File: src/sawd_pkg.sv
// Shared constants and types of the SAR converter control block
package sawd_pkg;
    localparam logic [7:0] CFG_ADDR = 8'hbc;
    localparam logic [7:0] RES_ADDR = 8'hbe;
    localparam logic [7:0] UPPER_ADDR = 8'hc4;
    localparam logic [7:0] LOWER_ADDR = 8'hc6;
    localparam logic [7:0] CTRL_ADDR = 8'he8;
    localparam logic [7:0] CFG_RST = 8'hf8;
    localparam logic [7:0] RES_RST = 8'h00;
    localparam logic [7:0] UPPER_RST = 8'hff;
    localparam logic [7:0] LOWER_RST = 8'h00;
    localparam logic [7:0] CTRL_RST = 8'h00;
    localparam int CFG_DIV_LSB = 3;
    localparam int CFG_DIV_W = 5;
    localparam int CFG_GAIN_LSB = 0;
    localparam int CTL_EN = 7;
    localparam int CTL_TM = 6;
    localparam int CTL_DONE = 5;
    localparam int CTL_BUSY = 4;
    localparam int CTL_SRC_LSB = 1;
    localparam int CTL_MATCH = 0;
    localparam logic [2:0] SRC_SOFT = 3'h0;
    localparam logic [2:0] SRC_TIMER3 = 3'h1;
    localparam logic [2:0] SRC_EXT = 3'h2;
    localparam logic [2:0] SRC_TIMER2 = 3'h3;
    localparam logic [1:0] TRACK_LAST = 2'h2;
    localparam logic [2:0] SAR_MSB_IDX = 3'h7;
    localparam logic [7:0] SAR_FIRST_TRIAL = 8'h80;
    localparam logic [3:0] CONV_TICKS = 4'h8;
    localparam logic [1:0] RST_SYNC_IDLE = 2'h0;
    // Start pin idles high, so no false rise follows reset
    localparam logic [2:0] PIN_SYNC_RST = 3'h7;
    localparam logic [7:0] RDATA_RST = 8'h00;
    localparam logic [4:0] DIV_CNT_RST = 5'h00;

    typedef enum logic [1:0] {
        GAIN_HALF = 2'h0,
        GAIN_ONE = 2'h1,
        GAIN_TWO = 2'h2,
        GAIN_FOUR = 2'h3
    } sawd_gain_e;

    typedef enum logic [1:0] {
        ST_IDLE = 2'h0,
        ST_TRACK = 2'h1,
        ST_CONV = 2'h3
    } sawd_state_e;
endpackage : sawd_pkg

File: src/sawd_win_if.sv
// Result and limits passed to the window comparator
`timescale 1ns/1ps
`default_nettype none
interface sawd_win_if;
    logic [7:0] code;
    logic [7:0] lower;
    logic [7:0] upper;
    logic diff;
    logic match;
    modport ctrl (output code, output lower, output upper, output diff,
                  input match);
    modport cmp (input code, input lower, input upper, input diff,
                 output match);
endinterface : sawd_win_if
`default_nettype wire

File: src/sawd_clkdiv.sv
// Conversion clock divider producing one tick per SAR period
`timescale 1ns/1ps
`default_nettype none
module sawd_clkdiv (
    input wire logic clk,
    input wire logic rst_n,
    input wire logic restart,
    input wire logic [4:0] div,
    output logic tick
);
    typedef struct packed {
        logic [4:0] cnt;
    } sawd_div_s;

    sawd_div_s st;
    sawd_div_s next_st;

    // Greater-or-equal guards against a divider shrunk mid-count
    assign tick = !restart && (st.cnt >= div);

    always_comb begin
        next_st = st;
        if (restart || tick) begin
            next_st.cnt = sawd_pkg::DIV_CNT_RST;
        end else begin
            next_st.cnt = st.cnt + 5'h01;
        end
    end

    always_ff @(posedge clk or negedge rst_n) begin
        if (!rst_n) begin
            st <= '{cnt: sawd_pkg::DIV_CNT_RST};
        end else begin
            st <= next_st;
        end
    end
endmodule : sawd_clkdiv
`default_nettype wire

File: src/sawd_window.sv
// Window comparator over signed or unsigned codes
`timescale 1ns/1ps
`default_nettype none
module sawd_window (
    sawd_win_if.cmp w
);
    function automatic logic less(input logic [7:0] a,
                                  input logic [7:0] b,
                                  input logic sgn);
        less = sgn ? ($signed(a) < $signed(b)) : (a < b);
    endfunction : less

    logic below_lower;
    logic above_upper;
    logic inverted;

    assign below_lower = less(w.code, w.lower, w.diff);
    assign above_upper = less(w.upper, w.code, w.diff);
    assign inverted = less(w.upper, w.lower, w.diff);

    // inside or outside by limit order
    assign w.match = inverted ? (above_upper && below_lower)
                              : (below_lower || above_upper);
endmodule : sawd_window
`default_nettype wire

File: src/sawd_adc_ctrl.sv
// Control, registers and SAR sequencer of the 8-bit converter
`timescale 1ns/1ps
`default_nettype none
module sawd_adc_ctrl (
    input wire logic core_clk,
    input wire logic rstn,
    input wire logic [7:0] sfr_addr,
    input wire logic sfr_wr,
    input wire logic sfr_rd,
    input wire logic [7:0] sfr_wdata,
    output logic [7:0] sfr_rdata,
    input wire logic timer3_overflow,
    input wire logic timer2_overflow,
    input wire logic primary_converter_busy_bit,
    input wire logic external_convert_start,
    input wire logic channel_is_differential,
    input wire logic sar_compare,
    output logic [7:0] sar_trial,
    output logic [1:0] amplifier_gain_select,
    output logic converter_power_on,
    output logic track_enable,
    output logic conversion_done_flag,
    output logic window_match_flag
);
    typedef struct packed {
        sawd_pkg::sawd_state_e fsm;
        logic [4:0] div;
        sawd_pkg::sawd_gain_e gain;
        logic enable;
        logic tmode;
        logic done;
        logic [2:0] src;
        logic match;
        logic [7:0] result;
        logic [7:0] upper;
        logic [7:0] lower;
        logic [7:0] trial;
        logic [2:0] bit_idx;
        logic [1:0] trk_cnt;
        logic [2:0] pin_sync;
        logic pin_level;
        logic [7:0] rdata;
        logic track;
        logic power;
    } sawd_ctrl_s;

    localparam sawd_ctrl_s ST_RST = '{
        fsm: sawd_pkg::ST_IDLE,
        div: sawd_pkg::CFG_RST[7:3],
        gain: sawd_pkg::sawd_gain_e'(sawd_pkg::CFG_RST[1:0]),
        enable: sawd_pkg::CTRL_RST[7],
        tmode: sawd_pkg::CTRL_RST[6],
        done: sawd_pkg::CTRL_RST[5],
        src: sawd_pkg::CTRL_RST[3:1],
        match: sawd_pkg::CTRL_RST[0],
        result: sawd_pkg::RES_RST,
        upper: sawd_pkg::UPPER_RST,
        lower: sawd_pkg::LOWER_RST,
        trial: sawd_pkg::SAR_FIRST_TRIAL,
        bit_idx: sawd_pkg::SAR_MSB_IDX,
        trk_cnt: 2'h0,
        pin_sync: sawd_pkg::PIN_SYNC_RST,
        pin_level: sawd_pkg::PIN_SYNC_RST[2],
        rdata: sawd_pkg::RDATA_RST,
        track: 1'b0,
        power: 1'b0
    };

    sawd_ctrl_s st;
    sawd_ctrl_s next_st;
    logic [1:0] rst_pipe;
    logic rst_n_sync;
    logic sar_tick;
    logic busy_now;
    logic [7:0] decided;
    logic [7:0] final_code;
    logic wr_ctl;
    logic pin_rise;
    logic trig;
    logic lp_pin_mode;
    logic [3:0] conv_ticks;

    sawd_win_if win ();

    // Reset asserts at once and leaves in step with the clock
    always_ff @(posedge core_clk or negedge rstn) begin
        if (!rstn) begin
            rst_pipe <= sawd_pkg::RST_SYNC_IDLE;
        end else begin
            rst_pipe <= {rst_pipe[0], 1'b1};
        end
    end
    assign rst_n_sync = rst_pipe[1];

    assign busy_now = (st.fsm != sawd_pkg::ST_IDLE);
    assign wr_ctl = sfr_wr && (sfr_addr == sawd_pkg::CTRL_ADDR);

    sawd_clkdiv u_div (
        .clk(core_clk),
        .rst_n(rst_n_sync),
        .restart(st.fsm == sawd_pkg::ST_IDLE),
        .div(st.div),
        .tick(sar_tick)
    );

    // Comparator outcome for the bit under test
    assign decided = sar_compare ? st.trial
                                 : (st.trial & ~(8'h01 << st.bit_idx));
    assign final_code = channel_is_differential
                        ? {~decided[7], decided[6:0]} : decided;

    // comparator sees the code being finished
    assign win.code = final_code;
    assign win.lower = st.lower;
    assign win.upper = st.upper;
    assign win.diff = channel_is_differential;

    sawd_window u_win (
        .w(win.cmp)
    );

    always_comb begin
        next_st = st;
        trig = 1'b0;
        // Pin level changes only when stages two and three agree
        next_st.pin_sync = {st.pin_sync[1:0], external_convert_start};
        if (st.pin_sync[1] == st.pin_sync[2]) begin
            next_st.pin_level = st.pin_sync[2];
        end
        pin_rise = next_st.pin_level && !st.pin_level;

        if (sfr_wr && (sfr_addr == sawd_pkg::CFG_ADDR)) begin
            next_st.div = sfr_wdata[sawd_pkg::CFG_DIV_LSB +: 5];
            next_st.gain = sawd_pkg::sawd_gain_e'(
                sfr_wdata[sawd_pkg::CFG_GAIN_LSB +: 2]);
        end
        if (sfr_wr && (sfr_addr == sawd_pkg::RES_ADDR)) begin
            next_st.result = sfr_wdata;
        end
        if (sfr_wr && (sfr_addr == sawd_pkg::UPPER_ADDR)) begin
            next_st.upper = sfr_wdata;
        end
        if (sfr_wr && (sfr_addr == sawd_pkg::LOWER_ADDR)) begin
            next_st.lower = sfr_wdata;
        end
        if (wr_ctl) begin
            next_st.enable = sfr_wdata[sawd_pkg::CTL_EN];
            next_st.tmode = sfr_wdata[sawd_pkg::CTL_TM];
            next_st.src = sfr_wdata[sawd_pkg::CTL_SRC_LSB +: 3];
            next_st.done = sfr_wdata[sawd_pkg::CTL_DONE];
            next_st.match = sfr_wdata[sawd_pkg::CTL_MATCH];
        end

        if (next_st.src[2]) begin
            trig = primary_converter_busy_bit;
        end else begin
            unique case (next_st.src)
                // busy write starts only with 000
                sawd_pkg::SRC_SOFT:
                    trig = wr_ctl && sfr_wdata[sawd_pkg::CTL_BUSY];
                sawd_pkg::SRC_TIMER3: trig = timer3_overflow;
                sawd_pkg::SRC_EXT: trig = pin_rise;
                sawd_pkg::SRC_TIMER2: trig = timer2_overflow;
            endcase
        end
        lp_pin_mode = next_st.tmode && (next_st.src == sawd_pkg::SRC_EXT);

        unique case (st.fsm)
            sawd_pkg::ST_IDLE: begin
                if (next_st.enable && trig) begin
                    if (next_st.tmode && !lp_pin_mode) begin
                        next_st.fsm = sawd_pkg::ST_TRACK;
                        next_st.trk_cnt = 2'h0;
                    end else begin
                        next_st.fsm = sawd_pkg::ST_CONV;
                        next_st.bit_idx = sawd_pkg::SAR_MSB_IDX;
                        next_st.trial = sawd_pkg::SAR_FIRST_TRIAL;
                    end
                end
            end
            sawd_pkg::ST_TRACK: begin
                if (sar_tick) begin
                    if (st.trk_cnt == sawd_pkg::TRACK_LAST) begin
                        next_st.fsm = sawd_pkg::ST_CONV;
                        next_st.bit_idx = sawd_pkg::SAR_MSB_IDX;
                        next_st.trial = sawd_pkg::SAR_FIRST_TRIAL;
                    end else begin
                        next_st.trk_cnt = st.trk_cnt + 2'h1;
                    end
                end
            end
            sawd_pkg::ST_CONV: begin
                if (sar_tick) begin
                    if (st.bit_idx == 3'h0) begin
                        next_st.fsm = sawd_pkg::ST_IDLE;
                        next_st.trial = decided;
                        next_st.result = final_code;
                        next_st.done = 1'b1;
                        next_st.match = next_st.match || win.match;
                    end else begin
                        next_st.bit_idx = st.bit_idx - 3'h1;
                        next_st.trial = decided
                            | (8'h01 << (st.bit_idx - 3'h1));
                    end
                end
            end
            default: next_st.fsm = sawd_pkg::ST_IDLE;
        endcase

        if (!next_st.enable) begin
            next_st.fsm = sawd_pkg::ST_IDLE;
        end
        next_st.power = next_st.enable;
        next_st.track = next_st.enable
            && ((next_st.fsm == sawd_pkg::ST_TRACK)
             || ((next_st.fsm == sawd_pkg::ST_IDLE)
              && (!next_st.tmode
               || (lp_pin_mode && !next_st.pin_level))));

        if (sfr_rd) begin
            unique case (sfr_addr)
                sawd_pkg::CFG_ADDR:
                    next_st.rdata = {st.div, 1'b0, st.gain};
                sawd_pkg::RES_ADDR: next_st.rdata = st.result;
                sawd_pkg::UPPER_ADDR: next_st.rdata = st.upper;
                sawd_pkg::LOWER_ADDR: next_st.rdata = st.lower;
                sawd_pkg::CTRL_ADDR:
                    next_st.rdata = {st.enable, st.tmode, st.done,
                                     busy_now, st.src, st.match};
                default: next_st.rdata = sawd_pkg::RDATA_RST;
            endcase
        end
    end

    always_ff @(posedge core_clk or negedge rst_n_sync) begin
        if (!rst_n_sync) begin
            st <= ST_RST;
        end else begin
            st <= next_st;
        end
    end

    assign sfr_rdata = st.rdata;
    assign sar_trial = st.trial;
    assign amplifier_gain_select = st.gain;
    assign converter_power_on = st.power;
    assign track_enable = st.track;
    assign conversion_done_flag = st.done;
    assign window_match_flag = st.match;

    // Helper counter of SAR ticks seen in one conversion
    always_ff @(posedge core_clk or negedge rst_n_sync) begin
        if (!rst_n_sync) begin
            conv_ticks <= 4'h0;
        end else if (st.fsm == sawd_pkg::ST_CONV) begin
            conv_ticks <= conv_ticks + {3'h0, sar_tick};
        end else begin
            conv_ticks <= 4'h0;
        end
    end
endmodule : sawd_adc_ctrl
`default_nettype wire

File: config.mk
export PLATFORM = sky130hd
export DESIGN_NAME = sawd_adc_ctrl
export DESIGN_NICKNAME = d
export VERILOG_FILES = /design/src/sawd_pkg.sv /design/src/sawd_win_if.sv /design/src/sawd_clkdiv.sv /design/src/sawd_window.sv /design/src/sawd_adc_ctrl.sv
export SDC_FILE = /design/constraint.sdc
export NUM_CORES = 1
export LEC_CHECK = 0
export BUFFER_PORTS_ARGS = -buffer_cell sky130_fd_sc_hd__buf_2
export CELL_PAD_IN_SITES_DETAIL_PLACEMENT = 1
export CELL_PAD_IN_SITES_GLOBAL_PLACEMENT = 2
export CORE_ASPECT_RATIO = 1.25
export CORE_UTILIZATION = 41
export DETAILED_ROUTE_END_ITERATION = 7
export PLACE_DENSITY = 0.85
export SLEW_MARGIN = 20
export SYNTH_ARGS = -nofsm -noshare
export SYNTH_HDL_FRONTEND = slang
export SYNTH_HIERARCHICAL = 1
export SYNTH_SLANG_ARGS = --single-unit
File: constraint.sdc
create_clock -name core_clk -period 4.8 [get_ports core_clk]
set_input_delay 0.48 -clock core_clk [delete_from_list [all_inputs] [get_ports core_clk]]
set_output_delay 0.48 -clock core_clk [all_outputs]
set_load 0.005 [all_outputs]
==> run_results.csv <==
group,metric,value,unit
timing,grt_setup_unrepaired,"no",
timing,finClkSkew,0.0103,ns
yosys,synth_top_family_by_area,"compound AO/OA/AOI/OAI gates",
yosys,synth_compound_area_share,16.9,%
setup_path,cp_max_fo,17,
floorplanning,die_w,94.9,um
setup_path,required,4.98,ns
yosys,yosysSeqAreaShare,41.9,%
clock_network,clk_latency,0.35,ns
floorplanning,fp.dieH,118,um
floorplanning,start_util,41.9,%
power_and_ir_drop,p_int,1.25,mW
yosys,async_reset_ff_share,100,%
yosys,synth.area.mux_share,9.95,%
setup_path,critPathKind,"reg -> reg",
clock_network,cts_hold_buf,1,
setup_path,critPathLaunchType,"flip-flop",
status,status,"completed",
clock_network,cts_tree,"built",
placement,io_buffers,47,
yosys,syn_avg_cell_area,10.2,um2
setup_path,crit_chain,"inv_1, ha_1, a21o_1, a31oi_1, o21ai_2, nor2b_1, nand3_1, nor2_1, o21ai_0",
timing,hold_viol_final,0,
route,detail_route.first_pass.iterations,5,
final_layout,drive_gt1_share,27.2,%
flow_run,maxCapViolCount,0,
clock_network,cts_buffers,9,
yosys,synth-xor-area-share,0.990,%
power_and_ir_drop,share_seq_of_total_power,40.8,%
final_layout,final_common_cell,"dfrtp_1",
timing,fmax,319,MHz
setup_path,slowest_delay,0.80,ns
route,wl,12.9,mm
clock_network,htreeDepth,3,
final_layout,diodes,0,
timing,worst_hold_slack,0.234,ns
global_route,first_global_vias,3916,
route,wl_per_cell,21.2,um
power_and_ir_drop,leakage,2.30,nW
route,viasPerCell,5.90,
yosys,synth_edf_count,0,
yosys,synth_top_area_share,29.4,%
placement,gp_congestion,0.870,
route,vias,3583,
yosys,synth_cells,436,
global_route,grt.total_usage,25.2,%
route,drtIter0Drc,222,
global_route,grt_max_degree,72,
clock_network,cts_setup_buffers,0,
route,ant_nets,0,
timing,finalSetupViolations,0,
power_and_ir_drop,p_switching,0.389,mW
clock_network,clkSinkCount,73,
clock_network,root_buffer,"clkbuf_16",
setup_path,critical_path.slowest_cell,"nor2_1",
global_route,grt_pass1_wl,20.9,mm
timing,finalSetupTns,0,ns
power_and_ir_drop,p_clk_share,49.2,%
yosys,synthFlopType,"dfrtp_1",
yosys,yosys.area.top_type,"dfrtp_1",
clock_network,cts_resized,0,
timing,post-route-min-period,3.13,ns
yosys,synth_area_leaders,"dfrtp_1 (29%), dfstp_2 (12%), ha_1 (9.6%), mux2_2 (7.9%), buf_4 (3.1%)",
power_and_ir_drop,power.share.combinational,10.1,%
clock_network,clk_pin_slew,0.06,ns
yosys,yosys.area_share.simple,13.5,%
setup_path,end_kind,"flip-flop",
yosys,ys_ff_latch,73,
route,drc,0,
floorplanning,core.rowCount,42,
yosys,synth_cell_type_count,62,
global_route,antenna_found_initial,0,
power_and_ir_drop,power_density,325,nW/um2
power_and_ir_drop,p_sw_share,23.7,%
placement,dp_hpwl,9.31,mm
final_layout,area_delta_synth_final,14.1,%
timing,tightest_slew,1.01,ns
final_layout,final_nets,530,
setup_path,crit_arrival,3.31,ns
power_and_ir_drop,vdd.ir_drop.worst,0.170,mV
clock_network,max-clock-path-buffers,2,
yosys,syn-num-nets,496,
worst_hold_path,hp-class,"in -> reg",
yosys,yosysWarnings,6,
timing,period_share,65.3,%
yosys,synth_adder_area_share,10.1,%
floorplanning,io_pins,48,
global_route,grt_overflow,0,
final_layout,final_cell_mix,"dfrtp_1 (51), buf_2 (47), ha_1 (34), nor2_1 (33)",
floorplanning,dieArea,11200,um2
floorplanning,core,10600,um2
timing,relSlewSlack,32.5,%
yosys,syn_area,4430,um2
timing,drv_slew,0,
==> cell usage after synthesis, types with 3 or more instances <==
| cell type | n |
|---|---|
| xor2_1 | 3 |
| a21oi_1 | 14 |
| o31ai_1 | 4 |
| ha_1 | 34 |
| a222oi_1 | 7 |
| a21boi_0 | 5 |
| dfrtp_1 | 52 |
| nor3_1 | 10 |
| a31oi_1 | 14 |
| mux2i_1 | 8 |
| buf_4 | 18 |
| o21ai_0 | 13 |
| nor2b_1 | 4 |
| nand2_1 | 30 |
| nor2_1 | 33 |
| nand2b_1 | 9 |
| nand3_1 | 7 |
| o211ai_1 | 6 |
| a22oi_1 | 9 |
| o21a_1 | 4 |
| dfstp_2 | 21 |
| a211oi_1 | 8 |
| nand4_1 | 7 |
| mux2_2 | 31 |
| inv_1 | 31 |
| clkbuf_1 | 9 |
==> kinds of logic after synthesis <==
family | Yosys count
XOR/XNOR | 5
multiplexers | 40
flip-flops | 73
adder cells (fa/ha/maj) | 36
AO/OA/AOI/OAI | 104
other | 1
buffers and inverters | 60
AND/OR/NAND/NOR | 117
==> critical path, delay by kind of cell, from the launching register on <==
family          cells  cell delay (ns)
compound gates      4             0.69
fa+ha+maj           1             0.29
buf+inv             1             0.04
flops               1             0.54
simple gates        3             1.39
==> registers in the layout (all words and copies together) (netlist names) <==
| register | flops |
|---|---|
| rst_pipe | 2 |
| next_st | 2 |
| amplifier_gain_select | 2 |
| window_match_flag | 1 |
| sfr_rdata | 8 |
| converter_power_on | 1 |
| sar_trial | 8 |
| track_enable | 1 |
| conversion_done_flag | 1 |
| win.lower | 8 |
| st | 26 |
| u_div/st | 5 |
| win.upper | 8 |
==> per-stage QoR <==
stage	setup slack (ns)	cell area [um2]	cells	utilization (%)	power (mW)
2_1_floorplan	2.28	4430	436	-	0.782
3_3_place_gp	1.74	4680	590	44.3	0.833
3_5_place_dp	1.67	4680	590	44.3	0.842
4_1_cts	1.63	5040	607	47.8	1.65
5_1_grt	1.39	5050	607	47.8	1.70
6_report	1.67	5050	607	47.8	1.64
==> power groups by stage <==
stage                     Clock, mW  Combinational (mW)  Sequential (mW)
after floorplan                   0               0.103            0.679
after global placement            0               0.154            0.679
after detailed placement          0               0.162            0.680
after CTS                     0.818               0.166            0.670
after global routing          0.843               0.184            0.674
final                         0.808               0.165            0.670
==> routing by layer <==
layer | track usage [%] | vias up | part of all wire [%]
li1 | - | 1651 | -
met1 | 30.2 | 1792 | 41
met2 | 40.6 | 106 | 50
met3 | 7.34 | 34 | 5.3
met4 | 12.8 | 0 | 4.2
met5 | 0 | - | 0
==> area by class of cell <==
class                   count  area [um2]
multi-input cells         303        2280
fillers                  1196        5510
flip-flops and latches     73        1850
repair buffers             52         275
inverters                  31         116
clock buffers              12         256
well taps                 132         165
clock inverters             4        98.8
==> worst paths after layout <==
path                                             start  cells past startpoint      endpoint  slack, ns
worst max register to register                  st[62]                      9        st[48]       1.67
max in group asynchronous                  rst_pipe[1]                      1  win.lower[2]       3.73
worst max-delay path                            st[62]                      9        st[48]       1.67
worst min-delay path            external_convert_start                      1   next_st[12]       0.23
worst min register to register             rst_pipe[0]                      0   rst_pipe[1]       0.35
min in group asynchronous                         rstn                      2   rst_pipe[0]       0.44
Power figures use the tool's default switching activity.
